==> src/pkg/pbc_pkg.sv <==
package pbc_pkg;

  // Configuration command register location and enable bits
  localparam logic [7:0] PBC_CMD_REG_OFS = 8'h04;
  localparam int PBC_PERR_EN_BIT = 6;
  localparam int PBC_SERR_EN_BIT = 8;

  // Clocks an initiator waits for a claim before a master abort
  localparam int PBC_MA_CLKS = 5;

  // Write data buffer depth
  localparam int PBC_FIFO_DEPTH = 4;

  // Lowest address bit compared against the memory window base
  localparam int PBC_BAR_LSB = 12;

  // Bus command codes; this block handles only the memory and configuration writes
  localparam logic [3:0] PBC_CMD_IOWR = 4'h3;
  localparam logic [3:0] PBC_CMD_MEMWR = 4'h7;
  localparam logic [3:0] PBC_CMD_CFGWR = 4'hb;

  // Byte enables driven in initiator data phases (active low, all bytes)
  localparam logic [3:0] PBC_BE_ALL_N = 4'h0;

  typedef struct packed {
    logic [31:0] addr;
    logic [3:0] cmd;
    logic [3:0] words;
  } pbc_ireq_t;

  typedef struct packed {
    logic [31:0] addr;
    logic [31:0] data;
    logic [3:0] be_n;
    logic cfg;
  } pbc_tdat_t;

  // Even parity bit over address/data and command/byte-enable lines
  function automatic logic pbc_par(input logic [31:0] ad, input logic [3:0] cbe);
    return ^{ad, cbe};
  endfunction : pbc_par

endpackage : pbc_pkg

==> src/pbc_ctrl.sv <==
`timescale 1ns/1ps
// Contract
// - Claim decoded cycles by asserting device select
// - Initiator aborts when no target claims in time
// - Initiator drives frame from start through transfers
// - Frame deasserted marks the final data phase
// - Accept grant without request, parking the bus
// - Configuration access answered only with select asserted
// - Initiator drives irdy, target drives trdy
// - Phase completes when irdy and trdy asserted
// - Any other edge is a wait state
// - Parity error driven only when enable bit 6
// - Request asserted while initiator work is pending
// - System error pulsed when enable bit 8
// - Card address parity error also pulses error
// - Target stop forces initiator to terminate
// - Even parity, driven one clock later, checked
module pbc_ctrl import pbc_pkg::*; #(
  parameter int MA_CLKS = PBC_MA_CLKS,
  parameter int FIFO_DEPTH = PBC_FIFO_DEPTH
) (
  // Clock and reset
  input wire logic clk,
  input wire logic rst,
  // Address/data, command/byte enables, parity
  input wire logic [31:0] ad_i,
  output logic [31:0] ad_o,
  output logic ad_oe_n,
  input wire logic [3:0] cbe_n_i,
  output logic [3:0] cbe_n_o,
  output logic cbe_oe_n,
  input wire logic par_i,
  output logic par_o,
  output logic par_oe_n,
  // Shared control lines
  input wire logic frame_n_i,
  output logic frame_n_o,
  output logic frame_oe_n,
  input wire logic irdy_n_i,
  output logic irdy_n_o,
  output logic irdy_oe_n,
  input wire logic trdy_n_i,
  output logic trdy_n_o,
  output logic trdy_oe_n,
  input wire logic stop_n_i,
  output logic stop_n_o,
  output logic stop_oe_n,
  input wire logic devsel_n_i,
  output logic devsel_n_o,
  output logic devsel_oe_n,
  input wire logic perr_n_i,
  output logic perr_n_o,
  output logic perr_oe_n,
  // Arbitration, selection, system error
  input wire logic idsel,
  input wire logic gnt_n,
  output logic req_n,
  output logic serr_n_o,
  output logic serr_oe_n,
  // Configuration
  input wire logic [15:0] cmd_reg,
  input wire logic [31:PBC_BAR_LSB] bar_base,
  input wire logic tgt_single,
  // Initiator requests and write data
  input wire logic ini_start,
  input wire pbc_ireq_t ini_req,
  output logic ini_busy,
  input wire logic wr_valid,
  output logic wr_ready,
  input wire logic [31:0] wr_data,
  output logic ini_done,
  output logic ini_abort,
  output logic ini_stopped,
  // Target write data
  output logic tgt_valid,
  output pbc_tdat_t tgt_dat,
  // Error events
  input wire logic sys_err,
  input wire logic card_aperr,
  output logic perr_seen
);

  typedef enum {I_IDLE, I_DATA, I_TURN} pbc_ist_t;
  typedef enum {T_IDLE, T_DATA, T_TURN} pbc_tst_t;

  pbc_ist_t ist_q;
  pbc_tst_t tst_q;
  pbc_ireq_t ireq_q;
  logic pend_q;
  logic claim_q;
  logic abort_q;
  logic [3:0] ma_cnt_q;
  logic [3:0] left_q;
  logic frame_prev_q;
  logic [31:0] taddr_q;
  logic tcfg_q;
  logic pcalc_q;
  logic dchk_q;
  logic achk_q;
  logic fifo_valid;
  logic [31:0] fifo_data;

  // Target decode: memory window writes, or configuration writes with select
  function automatic logic t_hit(input logic [3:0] c, input logic [31:0] a,
                                 input logic sel);
    return (c == PBC_CMD_MEMWR && a[31:PBC_BAR_LSB] == bar_base) ||
           (c == PBC_CMD_CFGWR && sel && a[1:0] == 2'b00);
  endfunction : t_hit

  logic xfer;
  logic ph_end;
  logic bus_idle;
  logic go;
  logic park;
  logic ma_hit;
  logic ld;
  logic addr_ph;
  logic t_end;
  logic dbad;
  logic abad;

  assign xfer = !irdy_n_i && !trdy_n_i;
  assign ph_end = !irdy_n_i && (!trdy_n_i || !stop_n_i);
  assign bus_idle = frame_n_i && irdy_n_i;
  assign go = ist_q == I_IDLE && pend_q && !gnt_n && bus_idle;
  assign park = ist_q == I_IDLE && !pend_q && !gnt_n && bus_idle;
  assign ma_hit = ist_q == I_DATA && !claim_q && !abort_q && devsel_n_i &&
                  ma_cnt_q == 4'(MA_CLKS - 1);
  assign ld = ist_q == I_DATA && irdy_n_o && !frame_n_o && fifo_valid &&
              stop_n_i && !ma_hit;
  // Own address phases are excluded so the block never targets itself
  assign addr_ph = !frame_n_i && frame_prev_q && ist_q == I_IDLE;
  assign t_end = tst_q == T_DATA && frame_n_i && ph_end;
  assign dbad = dchk_q && (par_i != pcalc_q);
  assign abad = achk_q && (par_i != pcalc_q);

  // Write data waits here so software can queue a burst ahead of the grant
  pbc_fifo #(.WIDTH(32), .DEPTH(FIFO_DEPTH)) u_fifo (
    .clk(clk),
    .rst(rst),
    .in_valid(wr_valid),
    .in_ready(wr_ready),
    .in_data(wr_data),
    .out_valid(fifo_valid),
    .out_ready(ld),
    .out_data(fifo_data)
  );

  // Request bookkeeping
  always_ff @(posedge clk) begin
    if (rst) begin
      pend_q <= 1'b0;
      ini_busy <= 1'b0;
      req_n <= 1'b1;
      ireq_q <= '0;
    end else begin
      if (ini_start && !ini_busy) begin
        pend_q <= 1'b1;
        ini_busy <= 1'b1;
        req_n <= 1'b0;
        ireq_q <= ini_req;
      end else if (go) begin
        pend_q <= 1'b0;
        req_n <= 1'b1;
      end
      if (ist_q == I_TURN) begin
        ini_busy <= 1'b0;
      end
    end
  end

  // Initiator pin drivers
  always_ff @(posedge clk) begin
    if (rst) begin
      ist_q <= I_IDLE;
      frame_n_o <= 1'b1;
      frame_oe_n <= 1'b1;
      irdy_n_o <= 1'b1;
      irdy_oe_n <= 1'b1;
      ad_o <= '0;
      ad_oe_n <= 1'b1;
      cbe_n_o <= '0;
      cbe_oe_n <= 1'b1;
      left_q <= '0;
    end else begin
      unique case (ist_q)
        I_IDLE: begin
          ad_oe_n <= !park;
          cbe_oe_n <= !park;
          if (go) begin
            ist_q <= I_DATA;
            frame_n_o <= 1'b0;
            frame_oe_n <= 1'b0;
            irdy_n_o <= 1'b1;
            irdy_oe_n <= 1'b0;
            ad_o <= ireq_q.addr;
            cbe_n_o <= ireq_q.cmd;
            ad_oe_n <= 1'b0;
            cbe_oe_n <= 1'b0;
            left_q <= ireq_q.words;
          end
        end
        I_DATA: begin
          cbe_n_o <= PBC_BE_ALL_N;
          if (ma_hit) begin
            frame_n_o <= 1'b1;
            irdy_n_o <= 1'b0;
          end else if (!irdy_n_o && (ph_end || abort_q)) begin
            irdy_n_o <= 1'b1;
            if (frame_n_o) begin
              ist_q <= I_TURN;
            end
          end else if (ld) begin
            ad_o <= fifo_data;
            irdy_n_o <= 1'b0;
            frame_n_o <= left_q == 4'h1;
          end else if (!stop_n_i && irdy_n_o) begin
            irdy_n_o <= 1'b0;
          end
          if (!stop_n_i && !frame_n_o) begin
            frame_n_o <= 1'b1;
          end
          if (xfer && !irdy_n_o) begin
            left_q <= left_q - 4'h1;
          end
        end
        I_TURN: begin
          // Lines were driven high last cycle; now release them
          ist_q <= I_IDLE;
          frame_oe_n <= 1'b1;
          irdy_oe_n <= 1'b1;
          ad_oe_n <= 1'b1;
          cbe_oe_n <= 1'b1;
        end
      endcase
    end
  end

  // Claim watch and initiator events
  always_ff @(posedge clk) begin
    if (rst) begin
      claim_q <= 1'b0;
      abort_q <= 1'b0;
      ma_cnt_q <= '0;
      ini_done <= 1'b0;
      ini_abort <= 1'b0;
      ini_stopped <= 1'b0;
    end else begin
      ini_done <= ist_q == I_DATA && !irdy_n_o && frame_n_o &&
                  (ph_end || abort_q);
      ini_abort <= ma_hit;
      ini_stopped <= ist_q == I_DATA && !stop_n_i && !frame_n_o;
      if (ist_q != I_DATA) begin
        claim_q <= 1'b0;
        abort_q <= 1'b0;
        ma_cnt_q <= '0;
      end else begin
        if (!devsel_n_i) begin
          claim_q <= 1'b1;
        end
        if (ma_hit) begin
          abort_q <= 1'b1;
        end
        if (!claim_q && devsel_n_i && !abort_q) begin
          ma_cnt_q <= ma_cnt_q + 4'h1;
        end
      end
    end
  end

  // Target pin drivers
  always_ff @(posedge clk) begin
    if (rst) begin
      tst_q <= T_IDLE;
      frame_prev_q <= 1'b1;
      devsel_n_o <= 1'b1;
      devsel_oe_n <= 1'b1;
      trdy_n_o <= 1'b1;
      trdy_oe_n <= 1'b1;
      stop_n_o <= 1'b1;
      stop_oe_n <= 1'b1;
      taddr_q <= '0;
      tcfg_q <= 1'b0;
    end else begin
      frame_prev_q <= frame_n_i;
      unique case (tst_q)
        T_IDLE: begin
          if (addr_ph && t_hit(cbe_n_i, ad_i, idsel)) begin
            tst_q <= T_DATA;
            devsel_n_o <= 1'b0;
            devsel_oe_n <= 1'b0;
            trdy_n_o <= 1'b0;
            trdy_oe_n <= 1'b0;
            // Single-word targets disconnect with the first data
            stop_n_o <= !tgt_single;
            stop_oe_n <= 1'b0;
            taddr_q <= ad_i;
            tcfg_q <= cbe_n_i == PBC_CMD_CFGWR;
          end
        end
        T_DATA: begin
          if (t_end) begin
            tst_q <= T_TURN;
            devsel_n_o <= 1'b1;
            trdy_n_o <= 1'b1;
            stop_n_o <= 1'b1;
          end else if (xfer && !stop_n_o) begin
            trdy_n_o <= 1'b1;
          end
          if (xfer) begin
            taddr_q <= taddr_q + 32'h4;
          end
        end
        T_TURN: begin
          tst_q <= T_IDLE;
          devsel_oe_n <= 1'b1;
          trdy_oe_n <= 1'b1;
          stop_oe_n <= 1'b1;
        end
      endcase
    end
  end

  // Target data delivery
  always_ff @(posedge clk) begin
    if (rst) begin
      tgt_valid <= 1'b0;
      tgt_dat <= '0;
    end else begin
      tgt_valid <= tst_q == T_DATA && xfer;
      if (tst_q == T_DATA && xfer) begin
        tgt_dat <= '{addr: taddr_q, data: ad_i, be_n: cbe_n_i, cfg: tcfg_q};
      end
    end
  end

  // Parity generation and checking
  always_ff @(posedge clk) begin
    if (rst) begin
      par_o <= 1'b0;
      par_oe_n <= 1'b1;
      pcalc_q <= 1'b0;
      dchk_q <= 1'b0;
      achk_q <= 1'b0;
      perr_n_o <= 1'b1;
      perr_oe_n <= 1'b1;
      perr_seen <= 1'b0;
    end else begin
      par_o <= pbc_par(ad_o, cbe_n_o);
      par_oe_n <= ad_oe_n;
      pcalc_q <= pbc_par(ad_i, cbe_n_i);
      dchk_q <= tst_q == T_DATA && xfer;
      achk_q <= addr_ph;
      perr_seen <= dbad;
      if (dbad && cmd_reg[PBC_PERR_EN_BIT]) begin
        perr_n_o <= 1'b0;
        perr_oe_n <= 1'b0;
      end else if (!perr_n_o) begin
        // Drive the shared line high for one clock before releasing it
        perr_n_o <= 1'b1;
      end else begin
        perr_oe_n <= 1'b1;
      end
    end
  end

  // System error: one-clock low pulses; a held cause yields spaced pulses
  always_ff @(posedge clk) begin
    if (rst) begin
      serr_n_o <= 1'b0;
      serr_oe_n <= 1'b1;
    end else begin
      serr_n_o <= 1'b0;
      serr_oe_n <= !(cmd_reg[PBC_SERR_EN_BIT] && serr_oe_n &&
                     (sys_err || card_aperr || abad));
    end
  end
endmodule : pbc_ctrl

==> src/pbc_fifo.sv <==
`timescale 1ns/1ps
module pbc_fifo #(
  parameter int WIDTH = 32,
  parameter int DEPTH = 4
) (
  // Clock and reset
  input wire logic clk,
  input wire logic rst,
  // Fill side
  input wire logic in_valid,
  output logic in_ready,
  input wire logic [WIDTH-1:0] in_data,
  // Drain side
  output logic out_valid,
  input wire logic out_ready,
  output logic [WIDTH-1:0] out_data
);
  localparam int AW = (DEPTH > 1) ? $clog2(DEPTH) : 1;

  logic [WIDTH-1:0] mem [DEPTH];
  logic [AW-1:0] wp_q;
  logic [AW-1:0] rp_q;
  logic [AW:0] cnt_q;
  logic push;
  logic pop;

  assign in_ready = cnt_q != (AW+1)'(DEPTH);
  assign out_valid = cnt_q != '0;
  assign out_data = mem[rp_q];
  assign push = in_valid && in_ready;
  assign pop = out_valid && out_ready;

  always_ff @(posedge clk) begin
    if (push) begin
      mem[wp_q] <= in_data;
    end
  end

  always_ff @(posedge clk) begin
    if (rst) begin
      wp_q <= '0;
      rp_q <= '0;
      cnt_q <= '0;
    end else begin
      if (push) begin
        wp_q <= (wp_q == AW'(DEPTH - 1)) ? '0 : wp_q + 1'b1;
      end
      if (pop) begin
        rp_q <= (rp_q == AW'(DEPTH - 1)) ? '0 : rp_q + 1'b1;
      end
      cnt_q <= cnt_q + (AW+1)'(push) - (AW+1)'(pop);
    end
  end

endmodule : pbc_fifo

==> config.mk <==
export PLATFORM = sky130hd
export DESIGN_NAME = pbc_ctrl
export DESIGN_NICKNAME = d
export VERILOG_FILES = /design/src/pkg/pbc_pkg.sv /design/src/pbc_ctrl.sv /design/src/pbc_fifo.sv
export SDC_FILE = /design/constraint.sdc
export NUM_CORES = 1
export LEC_CHECK = 0
export ABC_CLOCK_PERIOD_IN_PS = 2110
export BUFFER_PORTS_ARGS = -buffer_cell sky130_fd_sc_hd__buf_2
export CORE_MARGIN = 3
export CORE_UTILIZATION = 45
export CTS_CLUSTER_DIAMETER = 60
export DETAILED_ROUTE_END_ITERATION = 7
export PLACE_DENSITY = 0.71
export SETUP_SLACK_MARGIN = 0.4
export SLEW_MARGIN = 20
export SYNTH_ARGS = -nofsm -noshare
export SYNTH_HDL_FRONTEND = slang
export SYNTH_SLANG_ARGS = --single-unit
==> constraint.sdc <==
create_clock -name clk -period 2.11 [get_ports clk]
set_input_delay 0.422 -clock clk [delete_from_list [all_inputs] [get_ports clk]]
set_output_delay 0.422 -clock clk [all_outputs]
set_load 0.01 [all_outputs]
==> metrics.txt <==
die outline height approximately 190 um; final worst setup slack -0.133 ns; Cell Chain, Critical Path inv_2 > buf_4 > ha_4 > and4b_1 > o31ai_4 > or2_4 > nand2_2 > nand2_4 > ha_4 > fa_2 > xnor2_2 > nor2_1; r2r setup slk -0.13 ns; Synth Area per Inst 10.5 um2; WP data required 2.50 ns; IO buf count ~270; root buffer cell clkbuf_16; Synth area leader dfxtp_1; Num Clock Sinks 353; crit path buf inv count 2; CP dominant cell by count ha_4; clock skew 0.0300 ns; top_reg_cell synth dfxtp_1; Final Power 21.1 mW; most frequent cells in the layout 270 x buf_2, 266 x nand2_1, 209 x dfxtp_1, 128 x edfxtp_1, 125 x a21oi_1; vias in the first global route around 13000; Power Dens Cells 1050 nW/um2; num ports 291; hold_ws 0.0824 ns; pre-CTS setup slack -0.577 ns; final WL 45.6 mm; Slew Limit Fails 0; Longest Clk Path Bufs 3; Max VDD drop roughly 820 uV; vias 12500; Final period util 106%; Area Overhead vs Synth 35.4%; most common cell after layout, fill and taps aside buf_2; EDFF count, synth 128; CTS tree yes; clk slew on worst S/H paths 0.06 ns; leakage power 7.65 nW; H-Tree Depth 2; nets 1977; crit path launch type register; Site Rows 65; Pre-Repair DR Iteration Count 5; placed cell count 2150; failing checks negative setup slack; Arr. time, crit path 2.64 ns; Cells after Synth approximately 1400; Worst Max-Slew Pin Slew 0.650 ns; RePlAce Congestion 0.879; yosys synthesis warning count 0; status finished, violations left; GR Util All Layers 24.7%; post-synth top area share between 30% and 40%; Adder-Cell Fraction of Synth Area 1.99%; post-route ant nets 0; Via density 5.52; Hold Crit Start devsel_n_i; compound-gate portion of the synthesized area 10.5%; DR iter-0 viols 849; CP endpoint kind register; synthesized net count approximately 1600; synthesized area 14900 um2; Crit Path Category register to register; WHS Path Cells 2; fin crit period around 2.2 ns; clk_lat worst skew 0.55 ns; largest family of logic cells by synthesized area simple AND/OR/NAND/NOR gates; HPWL Detailed 29.1 mm; TritonCTS Buffers 38; setup violators final 52; R2R depth 12; Synth Area in Simple Gates around 15%; worst stage delay on the critical path around 0.37 ns; r2r startpoint ist_q[1]; global-route wire length before repair between 60 and 70 mm; XOR/XNOR Fraction of Synth Area 5.48%; Hold Path Sink claim_q; per-cell routed wire length between 20 and 25 um; Seq/Total Area, Yosys 56.1%; Max FO, Critical Path 4; slowest cell on the critical path fa_2; area of the die approximately 35000 um2; RR Endpoint u_fifo.cnt_q[2]; Worst Hold Class primary input to register; Seq cells post-synth between 300 and 400; initial antenna violation count 4; ratio of cells with drive above 1 in the final layout about 38%; post-layout util 62.8%; Post-synth ARST share 0%; Rel. slew slack 56.7%; dominant cells by area after synthesis dfxtp_1 30%, edfxtp_1 26%, nand2_1 7.0%; fillers 2556; starting density of the core 46.4%; Max Cap Viol 0; GRT overflow 0; Top delay family on crit path simple AND/OR/NAND/NOR gates; Die X 188 um; largest net degree at the start of global routing 119; count of different cell masters after synthesis between 50 and 60; multiplexer share of the synthesized area 7.54%; # DRC 0; core area 32000 um2; fmax 446 MHz; RSZ-0062 raised after global routing true; hold buffers post-CTS 0; Hold Fails Final Rpt 0; final non-filler cell total approximately 2300
kinds of logic (layout without fill, tap and decap cells):
logic type,after synthesis,after routing
DFF,353,353
buffers and inverters,120,520
other,1,3
muxes,72,72
AOI/OAI and AO/OA,261,261
and+or+nand+nor,498,498
adders and majority gates,23,23
xor gates and xnor gates,93,93
state kept, by name (all words and copies together) (netlist names), 3 cells and up, named ones only:
signal and flops:
cbe_n_o 4, u_fifo.cnt_q 3, ad_o 32, ma_cnt_q 4, left_q 4, u_fifo.mem 128, taddr_q 32, ireq_q 40
tgt_dat 69
report_power, final:
part	switching (mW)	internal, mW
Clock	2.71	3.67
Combinational	3.30	3.05
Sequential	0.522	7.83
Total	6.53	14.5
synth_stat cells (all sizes together), types with 2 or more instances:
library cell    n
nand2         278
dfxtp         225
a21oi         140
edfxtp        128
nor2           83
xnor2          64
clkbuf         63
a211oi         41
mux2i          40
nand3          40
mux4           32
o21ai          30
buf            29
xor2           29
inv            28
ha             22
nor3           14
and3           13
nand4          13
a22oi          10
a31oi          10
nor4            9
nor2b           8
and2            7
nand2b          7
o311ai          7
or2             7
a32oi           5
or3             5
nor3b           4
a221o           3
and4b           3
o211ai          3
o22ai           3
nand4b          2
o21a            2
o31a            2
o31ai           2
or4             2
worst max-delay path by stage:
stage / startpoint / endpoint / slack, ns / cells past startpoint
final: ist_q[1] / u_fifo.cnt_q[2] / -0.13 / 12
after global routing: ist_q[1] / u_fifo.cnt_q[2] / -0.24 / 12
after CTS: ist_q[0] / taddr_q[5] / -0.09 / 11
after detailed placement: ad_i[27] / tst_q[1] / -0.58 / 10
after global placement: ad_i[27] / tst_q[1] / -0.52 / 10
after floorplan: devsel_n_i / u_fifo.cnt_q[2] / 0.02 / 9
layer usage:
layer / track usage (%) / vias to the layer above / wire [um] / part of all wire (%)
li1: - / 5763 / - / -
met1: 28.9 / 5972 / 17300 / 38
met2: 43.5 / 578 / 22800 / 50
met3: 5.68 / 139 / 3730 / 8.2
met4: 10.9 / 4 / 1780 / 3.9
met5: 0 / - / 31 / 0.068
per-stage QoR:
step / cell area [um2] / TNS [ns]
5_1_grt: 20100 / -10.47
6_report: 20100 / -2.53
3_5_place_dp: 17700 / -19.47
2_1_floorplan: 15200 / 0
3_3_place_gp: 17700 / -17.28
4_1_cts: 19600 / -1.34
repair_timing:
| action | in CTS | in global routing |
|---|---|---|
| gates cloned | 8 | 0 |
| setup buffers | 21 | 10 |
| endpoints found under the hold margin | 0 | 0 |
| gates resized for setup | 95 | 96 |
| pin swaps | 29 | 42 |
| setup endpoints to repair | 136 | 159 |
cell type report:
type / instances / area [um2] / area share (%)
Sequential cell: 353 / 8370 / 41.6
Antenna cell: 2 / 5.00 / 0.0249
Timing Repair Buffer: 425 / 3050 / 15.2
Clock buffer: 58 / 1080 / 5.35
Multi-Input combinational cell: 948 / 6850 / 34.1
Tap cell: 435 / 544 / 2.70
Clock inverter: 9 / 101 / 0.504
Inverter: 28 / 120 / 0.597
Power figures use the tool's default switching activity.
